<file path="config.mk">
export PLATFORM = sky130hd
export DESIGN_NAME = hsc_top
export DESIGN_NICKNAME = d
export VERILOG_FILES = /design/src/hsc_pkg.sv /design/src/hsc_top.sv
export SDC_FILE = /design/constraint.sdc
export NUM_CORES = 2
export LEC_CHECK = 0
export BUFFER_PORTS_ARGS = -buffer_cell sky130_fd_sc_hd__buf_2
export CORE_MARGIN = 1
export CORE_UTILIZATION = 40
export DETAILED_ROUTE_END_ITERATION = 12
export GPL_TIMING_DRIVEN = 0
export PLACE_DENSITY = 0.55
export SETUP_SLACK_MARGIN = 0.5
export SYNTH_ARGS = -nofsm -noshare
export SYNTH_HDL_FRONTEND = slang
export SYNTH_SLANG_ARGS = --single-unit
</file>
<file path="constraint.sdc">
create_clock -name CLK -period 166.3 [get_ports CLK]
set_clock_uncertainty 0.15 [all_clocks]
set_input_delay 33.26 -clock CLK [delete_from_list [all_inputs] [get_ports CLK]]
set_output_delay 33.26 -clock CLK [all_outputs]
set_load 0.1 [all_outputs]
</file>
<file path="src/hsc_pkg.sv">
// Package: constants and carrier types for the counter/compare block
package hsc_pkg;
  localparam int CLK_MHZ      = 250;
  localparam int US_NS        = 1000;
  localparam int CLK_NS       = 4;
  localparam int US_CYC       = US_NS / CLK_NS;
  localparam int BLINK_MS     = 250;
  localparam int BLINK_CYC    = BLINK_MS * 1000 * CLK_MHZ;
  localparam int NCH          = 2;
  localparam int NPT          = 4;
  localparam int NOUT         = 4;
  localparam logic [1:0] PT_A = 2'h0;
  localparam logic [1:0] PT_B = 2'h1;
  localparam logic [1:0] PT_C = 2'h2;
  localparam logic [1:0] PT_D = 2'h3;

  typedef enum logic [1:0] {
    HSC_MODE_RUN,
    HSC_MODE_PROG,
    HSC_MODE_BOOT
  } hsc_mode_t;

  typedef enum logic [1:0] {
    HSC_FN_OFF,
    HSC_FN_QUAD,
    HSC_FN_UPCNT,
    HSC_FN_TIMER
  } hsc_fn_t;

  // Per-channel configuration
  typedef struct packed {
    hsc_fn_t     fn;
    logic        signed_mode;
    logic        rst_en;
    logic        inh_en;
    logic [31:0] setpoint;
    logic [3:0]  out_map;
  } hsc_cfg_t;

  // Status indicator set
  typedef struct packed {
    logic       health;
    logic       fault;
    logic [3:0] ch1_in;
    logic [3:0] ch2_in;
    logic [1:0] ch1_fn;
    logic [1:0] ch2_fn;
    logic [3:0] out;
    logic       tb_missing;
  } hsc_lamps_t;
endpackage : hsc_pkg

</file>
<file path="src/hsc_top.sv">
// Two-channel counter/timer with setpoint compare and status lamps
`timescale 1ns/1ps
module hsc_top (
  input  wire logic                CLK,
  input  wire logic                RESET,
  input  wire hsc_pkg::hsc_mode_t  MODE,
  input  wire logic                WDT_TIMEOUT,
  input  wire logic                SELFTEST_FAIL,
  input  wire logic                TB_ABSENT,
  input  wire logic [3:0]          CH1_IN,
  input  wire logic [3:0]          CH2_IN,
  input  wire hsc_pkg::hsc_cfg_t   CH1_CFG,
  input  wire hsc_pkg::hsc_cfg_t   CH2_CFG,
  input  wire logic [3:0]          OUT_PULSE_SEL,
  input  wire logic [3:0]          OUT_PULSE_IN,
  input  wire logic [3:0]          OUT_CLEAR,
  input  wire logic [31:0]         RATE_SCALE,
  output logic [31:0]              CH1_COUNT,
  output logic [31:0]              CH2_COUNT,
  output logic [31:0]              CH1_RATE,
  output logic [31:0]              CH2_RATE,
  output logic [3:0]               OUT_PTS,
  output hsc_pkg::hsc_lamps_t      LAMPS
);
  localparam int BW = $clog2(hsc_pkg::BLINK_CYC);
  localparam int UW = $clog2(hsc_pkg::US_CYC);
  localparam logic [BW-1:0] BLINK_LAST = BW'(hsc_pkg::BLINK_CYC - 1);
  localparam logic [UW-1:0] US_LAST    = UW'(hsc_pkg::US_CYC - 1);

  logic [BW-1:0] blink_cnt_q;
  logic          blink_q;
  logic [UW-1:0] us_cnt_q;
  logic          us_tick_q;
  logic [3:0]    in_q [hsc_pkg::NCH];
  logic [3:0]    in_prev_q [hsc_pkg::NCH];
  logic [31:0]   cnt_q [hsc_pkg::NCH];
  logic [31:0]   tmr_q [hsc_pkg::NCH];
  logic [31:0]   rate_q [hsc_pkg::NCH];
  logic [1:0]    act_q [hsc_pkg::NCH];
  logic [3:0]    hit_q;
  logic [3:0]    disc_q;
  logic [3:0]    out_q;
  hsc_pkg::hsc_cfg_t cfg [hsc_pkg::NCH];

  assign cfg[0] = CH1_CFG;
  assign cfg[1] = CH2_CFG;

  // Quadrature step: +1, -1 or 0 from A/B transition
  function automatic logic [1:0] quad_step(input logic [1:0] pv,
                                           input logic [1:0] nw);
    logic [3:0] k;
    k = {pv, nw};
    case (k)
      4'h1, 4'h7, 4'hE, 4'h8: quad_step = 2'h1;
      4'h2, 4'hB, 4'hD, 4'h4: quad_step = 2'h3;
      default:                quad_step = 2'h0;
    endcase
  endfunction : quad_step

  // Shared blink source
  always_ff @(posedge CLK) begin
    if (RESET) begin
      blink_cnt_q <= '0;
      blink_q     <= 1'b0;
    end else if (blink_cnt_q == BLINK_LAST) begin
      blink_cnt_q <= '0;
      blink_q     <= ~blink_q;
    end else begin
      blink_cnt_q <= blink_cnt_q + 1'b1;
    end
  end

  // Microsecond tick
  always_ff @(posedge CLK) begin
    if (RESET) begin
      us_cnt_q  <= '0;
      us_tick_q <= 1'b0;
    end else begin
      us_tick_q <= (us_cnt_q == US_LAST);
      us_cnt_q  <= (us_cnt_q == US_LAST) ? '0 : us_cnt_q + 1'b1;
    end
  end

  // Per-channel counting and timing
  for (genvar c = 0; c < hsc_pkg::NCH; c++) begin : g_ch
    logic [1:0] step;
    logic       inh;
    logic       rst;
    logic       edge_a;
    assign step   = quad_step({in_prev_q[c][hsc_pkg::PT_A],
                               in_prev_q[c][hsc_pkg::PT_B]},
                              {in_q[c][hsc_pkg::PT_A],
                               in_q[c][hsc_pkg::PT_B]});
    assign inh    = cfg[c].inh_en & in_q[c][hsc_pkg::PT_D];
    assign rst    = cfg[c].rst_en & in_q[c][hsc_pkg::PT_C];
    assign edge_a = in_q[c][hsc_pkg::PT_A] & ~in_prev_q[c][hsc_pkg::PT_A];

    always_ff @(posedge CLK) begin
      if (RESET) begin
        in_q[c]      <= '0;
        in_prev_q[c] <= '0;
      end else begin
        in_q[c]      <= (c == 0) ? CH1_IN : CH2_IN;
        in_prev_q[c] <= in_q[c];
      end
    end

    always_ff @(posedge CLK) begin
      if (RESET) begin
        cnt_q[c] <= '0;
        act_q[c] <= '0;
      end else if (rst) begin
        cnt_q[c] <= '0;
        act_q[c] <= '0;
      end else if (inh) begin
        act_q[c] <= '0;
      end else begin
        case (cfg[c].fn)
          hsc_pkg::HSC_FN_QUAD: begin
            cnt_q[c] <= cnt_q[c] + {{30{step[1]}}, step};
            act_q[c][0] <= (step != 2'h0);
          end
          hsc_pkg::HSC_FN_UPCNT: begin
            if (edge_a) begin
              cnt_q[c] <= cnt_q[c] + 32'h1;
            end
            act_q[c][0] <= edge_a;
          end
          default: act_q[c][0] <= 1'b0;
        endcase
        act_q[c][1] <= (cfg[c].fn == hsc_pkg::HSC_FN_TIMER);
      end
    end

    // Edge timer and scaled rate
    always_ff @(posedge CLK) begin
      if (RESET) begin
        tmr_q[c]  <= '0;
        rate_q[c] <= '0;
      end else if (cfg[c].fn != hsc_pkg::HSC_FN_TIMER) begin
        tmr_q[c] <= '0;
      end else if (edge_a) begin
        rate_q[c] <= (tmr_q[c] == 32'h0) ? RATE_SCALE
                     : RATE_SCALE / tmr_q[c];
        tmr_q[c]  <= '0;
      end else if (us_tick_q && tmr_q[c] != 32'hFFFFFFFF) begin
        tmr_q[c] <= tmr_q[c] + 32'h1;
      end
    end
  end

  // Setpoint compare, signed or unsigned equality
  always_ff @(posedge CLK) begin
    if (RESET) begin
      hit_q <= '0;
    end else begin
      hit_q <= ((cnt_q[0] == CH1_CFG.setpoint &&
                 CH1_CFG.fn != hsc_pkg::HSC_FN_OFF) ? CH1_CFG.out_map : 4'h0)
             | ((cnt_q[1] == CH2_CFG.setpoint &&
                 CH2_CFG.fn != hsc_pkg::HSC_FN_OFF) ? CH2_CFG.out_map
                                                    : 4'h0);
    end
  end

  // Discrete outputs latch on a hit, clear on request
  always_ff @(posedge CLK) begin
    if (RESET) begin
      disc_q <= '0;
    end else begin
      disc_q <= (disc_q & ~OUT_CLEAR) | hit_q;
    end
  end

  always_ff @(posedge CLK) begin
    if (RESET) begin
      out_q <= '0;
    end else begin
      out_q <= (OUT_PULSE_SEL & OUT_PULSE_IN)
             | (~OUT_PULSE_SEL & ((disc_q & ~OUT_CLEAR) | hit_q));
    end
  end

  assign OUT_PTS   = out_q;
  assign CH1_COUNT = cnt_q[0];
  assign CH2_COUNT = cnt_q[1];
  assign CH1_RATE  = rate_q[0];
  assign CH2_RATE  = rate_q[1];

  // Lamp drive
  always_ff @(posedge CLK) begin
    if (RESET) begin
      LAMPS <= '0;
    end else begin
      if (WDT_TIMEOUT) begin
        LAMPS.health <= 1'b0;
        LAMPS.fault  <= 1'b1;
      end else if (SELFTEST_FAIL) begin
        LAMPS.health <= 1'b0;
        LAMPS.fault  <= blink_q;
      end else begin
        case (MODE)
          hsc_pkg::HSC_MODE_RUN: begin
            LAMPS.health <= 1'b1;
            LAMPS.fault  <= 1'b0;
          end
          hsc_pkg::HSC_MODE_BOOT: begin
            LAMPS.health <= blink_q;
            LAMPS.fault  <= blink_q;
          end
          default: begin
            LAMPS.health <= blink_q;
            LAMPS.fault  <= 1'b0;
          end
        endcase
      end
      LAMPS.ch1_in     <= in_q[0];
      LAMPS.ch2_in     <= in_q[1];
      LAMPS.ch1_fn     <= {act_q[0][1] & blink_q,
                           act_q[0][0] & blink_q};
      LAMPS.ch2_fn     <= {act_q[1][1] & blink_q,
                           act_q[1][0] & blink_q};
      LAMPS.out        <= out_q;
      LAMPS.tb_missing <= TB_ABSENT;
    end
  end

  // Rule checks
  a_out_hit: assert property (@(posedge CLK) disable iff (RESET)
    (hit_q != 4'h0) |=> ((out_q & ~$past(OUT_PULSE_SEL) & $past(hit_q))
                         == (~$past(OUT_PULSE_SEL) & $past(hit_q))))
    else $error("Hit did not drive output");
  a_inh_hold: assert property (@(posedge CLK) disable iff (RESET)
    (CH1_CFG.inh_en && in_q[0][hsc_pkg::PT_D] &&
     !(CH1_CFG.rst_en && in_q[0][hsc_pkg::PT_C])) |=> $stable(cnt_q[0]))
    else $error("Count moved while inhibited");
  a_rst_zero: assert property (@(posedge CLK) disable iff (RESET)
    (CH1_CFG.rst_en && in_q[0][hsc_pkg::PT_C]) |=> (cnt_q[0] == 32'h0))
    else $error("Reset input did not clear count");
  a_wdt_lamps: assert property (@(posedge CLK) disable iff (RESET)
    WDT_TIMEOUT |=> (!LAMPS.health && LAMPS.fault))
    else $error("Watchdog lamp pattern wrong");
  a_run_lamps: assert property (@(posedge CLK) disable iff (RESET)
    (!WDT_TIMEOUT && !SELFTEST_FAIL && MODE == hsc_pkg::HSC_MODE_RUN)
      |=> (LAMPS.health && !LAMPS.fault))
    else $error("Run lamp pattern wrong");
  a_in_mirror: assert property (@(posedge CLK) disable iff (RESET)
    ##1 1'b1 |-> ##1 (LAMPS.ch1_in == $past(in_q[0])))
    else $error("Input lamp mismatch");
  a_out_lamp: assert property (@(posedge CLK) disable iff (RESET)
    ##1 1'b1 |-> (LAMPS.out == $past(out_q)))
    else $error("Output lamp mismatch");
  a_tb_flag: assert property (@(posedge CLK) disable iff (RESET)
    TB_ABSENT |=> LAMPS.tb_missing)
    else $error("Terminal block flag missing");
  a_us_tick: assert property (@(posedge CLK) disable iff (RESET)
    us_tick_q |=> (!us_tick_q) [*8])
    else $error("Microsecond tick too frequent");
  a_fn_idle: assert property (@(posedge CLK) disable iff (RESET)
    (act_q[0] == 2'h0) |=> (LAMPS.ch1_fn == 2'h0))
    else $error("Activity lamp lit while idle");
  a_hit_cmp: assert property (@(posedge CLK) disable iff (RESET)
    (CH1_CFG.fn != hsc_pkg::HSC_FN_OFF && cnt_q[0] == CH1_CFG.setpoint)
      |=> ((hit_q & $past(CH1_CFG.out_map)) == $past(CH1_CFG.out_map)))
    else $error("Setpoint match not flagged");
  a_hit_wins: assert property (@(posedge CLK) disable iff (RESET)
    (hit_q != 4'h0) |=> ((disc_q & $past(hit_q)) == $past(hit_q)))
    else $error("Clear beat a setpoint hit");
  a_tmr_idle: assert property (@(posedge CLK) disable iff (RESET)
    (CH1_CFG.fn != hsc_pkg::HSC_FN_TIMER) |=> (tmr_q[0] == 32'h0))
    else $error("Timer ran outside timing mode");
  a_prog_lamps: assert property (@(posedge CLK) disable iff (RESET)
    (!WDT_TIMEOUT && !SELFTEST_FAIL && MODE == hsc_pkg::HSC_MODE_PROG)
      |=> (!LAMPS.fault))
    else $error("Program lamp pattern wrong");
  a_boot_lamps: assert property (@(posedge CLK) disable iff (RESET)
    (!WDT_TIMEOUT && !SELFTEST_FAIL && MODE == hsc_pkg::HSC_MODE_BOOT)
      |=> (LAMPS.health == LAMPS.fault))
    else $error("Boot lamp pattern wrong");

  // Scenario covers
  c_hit:  cover property (@(posedge CLK) hit_q != 4'h0);
  c_inh:  cover property (@(posedge CLK) CH1_CFG.inh_en && in_q[0][3]);
  c_quad: cover property (@(posedge CLK) act_q[0][0]);
  c_rate: cover property (@(posedge CLK) CH1_RATE != 32'h0);
  c_timer: cover property (@(posedge CLK) act_q[0][1]);
endmodule : hsc_top
</file>
==> flow_summary.json <==
{
  "violations": "max-capacitance violations",
  "synthArstFlopShare": 0,
  "numCtsBuffers": 39,
  "syn_area_mm2": 0.0731,
  "cts.sinks": 271,
  "finalNetCount": 11800,
  "holdPathStages": 1,
  "root_buffer": "clkbuf_16",
  "wl_per_cell_um": 24.0,
  "crit_path_end_kind": "flip-flop",
  "ff2ff_path_depth": 327,
  "worstSetupStartpointType": "primary input",
  "grt_pass1_wl_um": 464000,
  "fp.dieW_um": 429,
  "hpwlAfterDp_um": 252000,
  "regToRegStartpoint": "tmr_q[1][30]",
  "hold_path_end": "LAMPS[6]",
  "cts_hold_buffers": 0,
  "instances_no_fill": 12900,
  "yosysTopAreaCell": "ha_1",
  "synthCells": 10200,
  "core_area_mm2": 0.181,
  "synth_flop_cell": "edfxtp_1",
  "status": "complete, but fails checks",
  "drc": 0,
  "syn_to_final_growth_pct": 8.70,
  "setup_tns_ns": 0,
  "dieHeight_um": 429,
  "hp-start": "act_q[1][1]",
  "postPlaceCellArea_mm2": 0.0781,
  "synth_enable_flop_cells": 196,
  "globalRouteMet2Util": 0.539,
  "drv_cap": 1,
  "arrival_ns": 133.10,
  "syn_avg_cell_area_um2": 7.18,
  "cts_setup_buffers": 0,
  "cts_resized": 0,
  "grt_max_degree": 34,
  "fin_crit_ns": 132.97,
  "htreeDepth": 2,
  "synth_warnings": 0,
  "finalMaxSlewViolations": 0,
  "drt_iter0_drc": 7676,
  "path_class": "primary input to flip-flop",
  "drt_wl_total_um": 311000,
  "hp-class": "flip-flop to flip-flop",
  "drtAntennaViolNets": 0,
  "setup_viol": 0,
  "worstMarginPinSlew_ns": 1.49,
  "dieArea_mm2": 0.184,
  "grt.met3_usage": 0.0307,
  "dr.pass1.iters": 9,
  "use_met1": 0.409,
  "ys_seq_elements": 271,
  "vias": 80700,
  "tritoncts": "built",
  "clock_path_buffers": 3,
  "hold_slack_ns": 0.295,
  "fin_area_mm2": 0.0794,
  "r2r_end": "rate_q[1][0]",
  "max_freq_mhz": 7.52,
  "synth_top_cells_by_area": "ha_1, edfxtp_1, xnor2_1, nor2_1, a21oi_1",
  "placementRows": 156,
  "dp_cells": 12900,
  "slowest_stage": "a2111oi_0",
  "slew_headroom": 0.00630,
  "insertion_delay_ns": 0.66,
  "yosysTopAreaCellShare": 0.196,
  "r2r_slack_ns": 64.02,
  "grt_pass1_vias": 76500,
  "gr-total-overflow": 0,
  "place_congestion": 0.996,
  "worst_ep_required_time_ns": 166.44,
  "crit_family": "compound AO/OA/AOI/OAI gates",
  "ys_types": 104,
  "drive_gt1_frac": 0.0708,
  "io_buffers": 286,
  "grt_usage": 0.322,
  "cpMostUsedCell": "a21oi_1",
  "io_pins": 292,
  "rsz0062_at_grt": "no",
  "busiest_layer": "met2",
  "antenna_found_initial": 14,
  "max_stage_delay_ns": 1.07,
  "hold_viol": 0,
  "worst-path-buf-inv": 52,
  "critPathMaxFanout": 10,
  "clk_pin_slew_worst_paths_ns": 0.06,
  "initial_core_util": 0.403,
  "avgViaCountPerCell": 6.24,
  "yosysSeqAreaShare": 0.101,
  "timing.final.crit_share": 0.800
}
==> registers in the layout (all words and copies together) (netlist names), 8 cells and up <==
register	count
LAMPS	15
blink_cnt_q	26
in_q	8
rate_q	64
cnt_q	64
tmr_q	64
us_cnt_q	8
==> cell type report <==
type | instances | area, um^2
diodes | 3 | 7.51
plain buffers | 318 | 1200
clock buffers | 49 | 1070
clock inverters | 23 | 274
fillers | 18800 | 102000
inverters | 389 | 1460
multi-input cells | 9202 | 63100
flip-flops and latches | 271 | 7390
well taps | 2370 | 2970
repair buffers | 315 | 2010
==> layer usage <==
layer / vias up / routed length [um]
met2: 3161 / 142000
met4: 2 / 17500
met3: 681 / 21000
li1: 38500 / -
met1: 38400 / 130000
met5: - / 8
==> cell families after synthesis <==
family,after synthesis,synth area share
compound gates,3112,0.280
xor+xnor,917,0.110
fa+ha+maj,1148,0.197
buf+inv,707,0.0365
flops,271,0.101
mux,174,0.0262
other cells,1,0.0000513
simple gates,3849,0.250
==> layout by cell type, fill, tap and decap left out, drive strengths merged, types with 99 or more instances in the layout <==
master,n
nor2,1106
a21o,324
mux2,118
and3,107
buf,363
a21oi,819
o211ai,105
nand2,1057
xor2,403
clkbuf,319
a211oi,117
nand4,113
or2,99
nand3,319
inv,394
o21ai,574
nand2b,113
nor2b,171
xnor2,514
edfxtp,196
or3,137
o21a,277
ha,1146
nor3,314
a31oi,148
==> stage by stage <==
stage / setup slack [ns] / util
after floorplan: 62.06 / -
after global placement: 35.36 / 0.428
after detailed placement: 35.56 / 0.431
after CTS: 35.92 / 0.438
after global routing: 28.41 / 0.439
final: 33.33 / 0.439
==> Yosys cell counts, types with 147 or more instances <==
cell type,instances
ha_1,1146
nor2_1,1103
nand2_1,1057
a21oi_1,816
o21ai_0,550
xnor2_1,514
xor2_1,403
inv_1,388
a21o_1,324
nand3_1,318
nor3_1,310
o21a_1,277
clkbuf_1,270
edfxtp_1,196
nor2b_1,171
a31oi_1,147
==> how the worst max path moves through the flow <==
stage / start / endpoint / slack (ns) / depth (start not counted)
6_report: RATE_SCALE[31] / rate_q[1][0] / 33.33 / 327
2_1_floorplan: RATE_SCALE[31] / rate_q[1][0] / 62.06 / 330
4_1_cts: RATE_SCALE[31] / rate_q[1][0] / 35.92 / 327
5_1_grt: RATE_SCALE[31] / rate_q[1][0] / 28.41 / 330
3_3_place_gp: RATE_SCALE[31] / rate_q[1][0] / 35.36 / 328
3_5_place_dp: RATE_SCALE[31] / rate_q[1][0] / 35.56 / 327
Power is not shown: default switching activity piles up to over one toggle a cycle in this logic, so the estimate is an artifact.
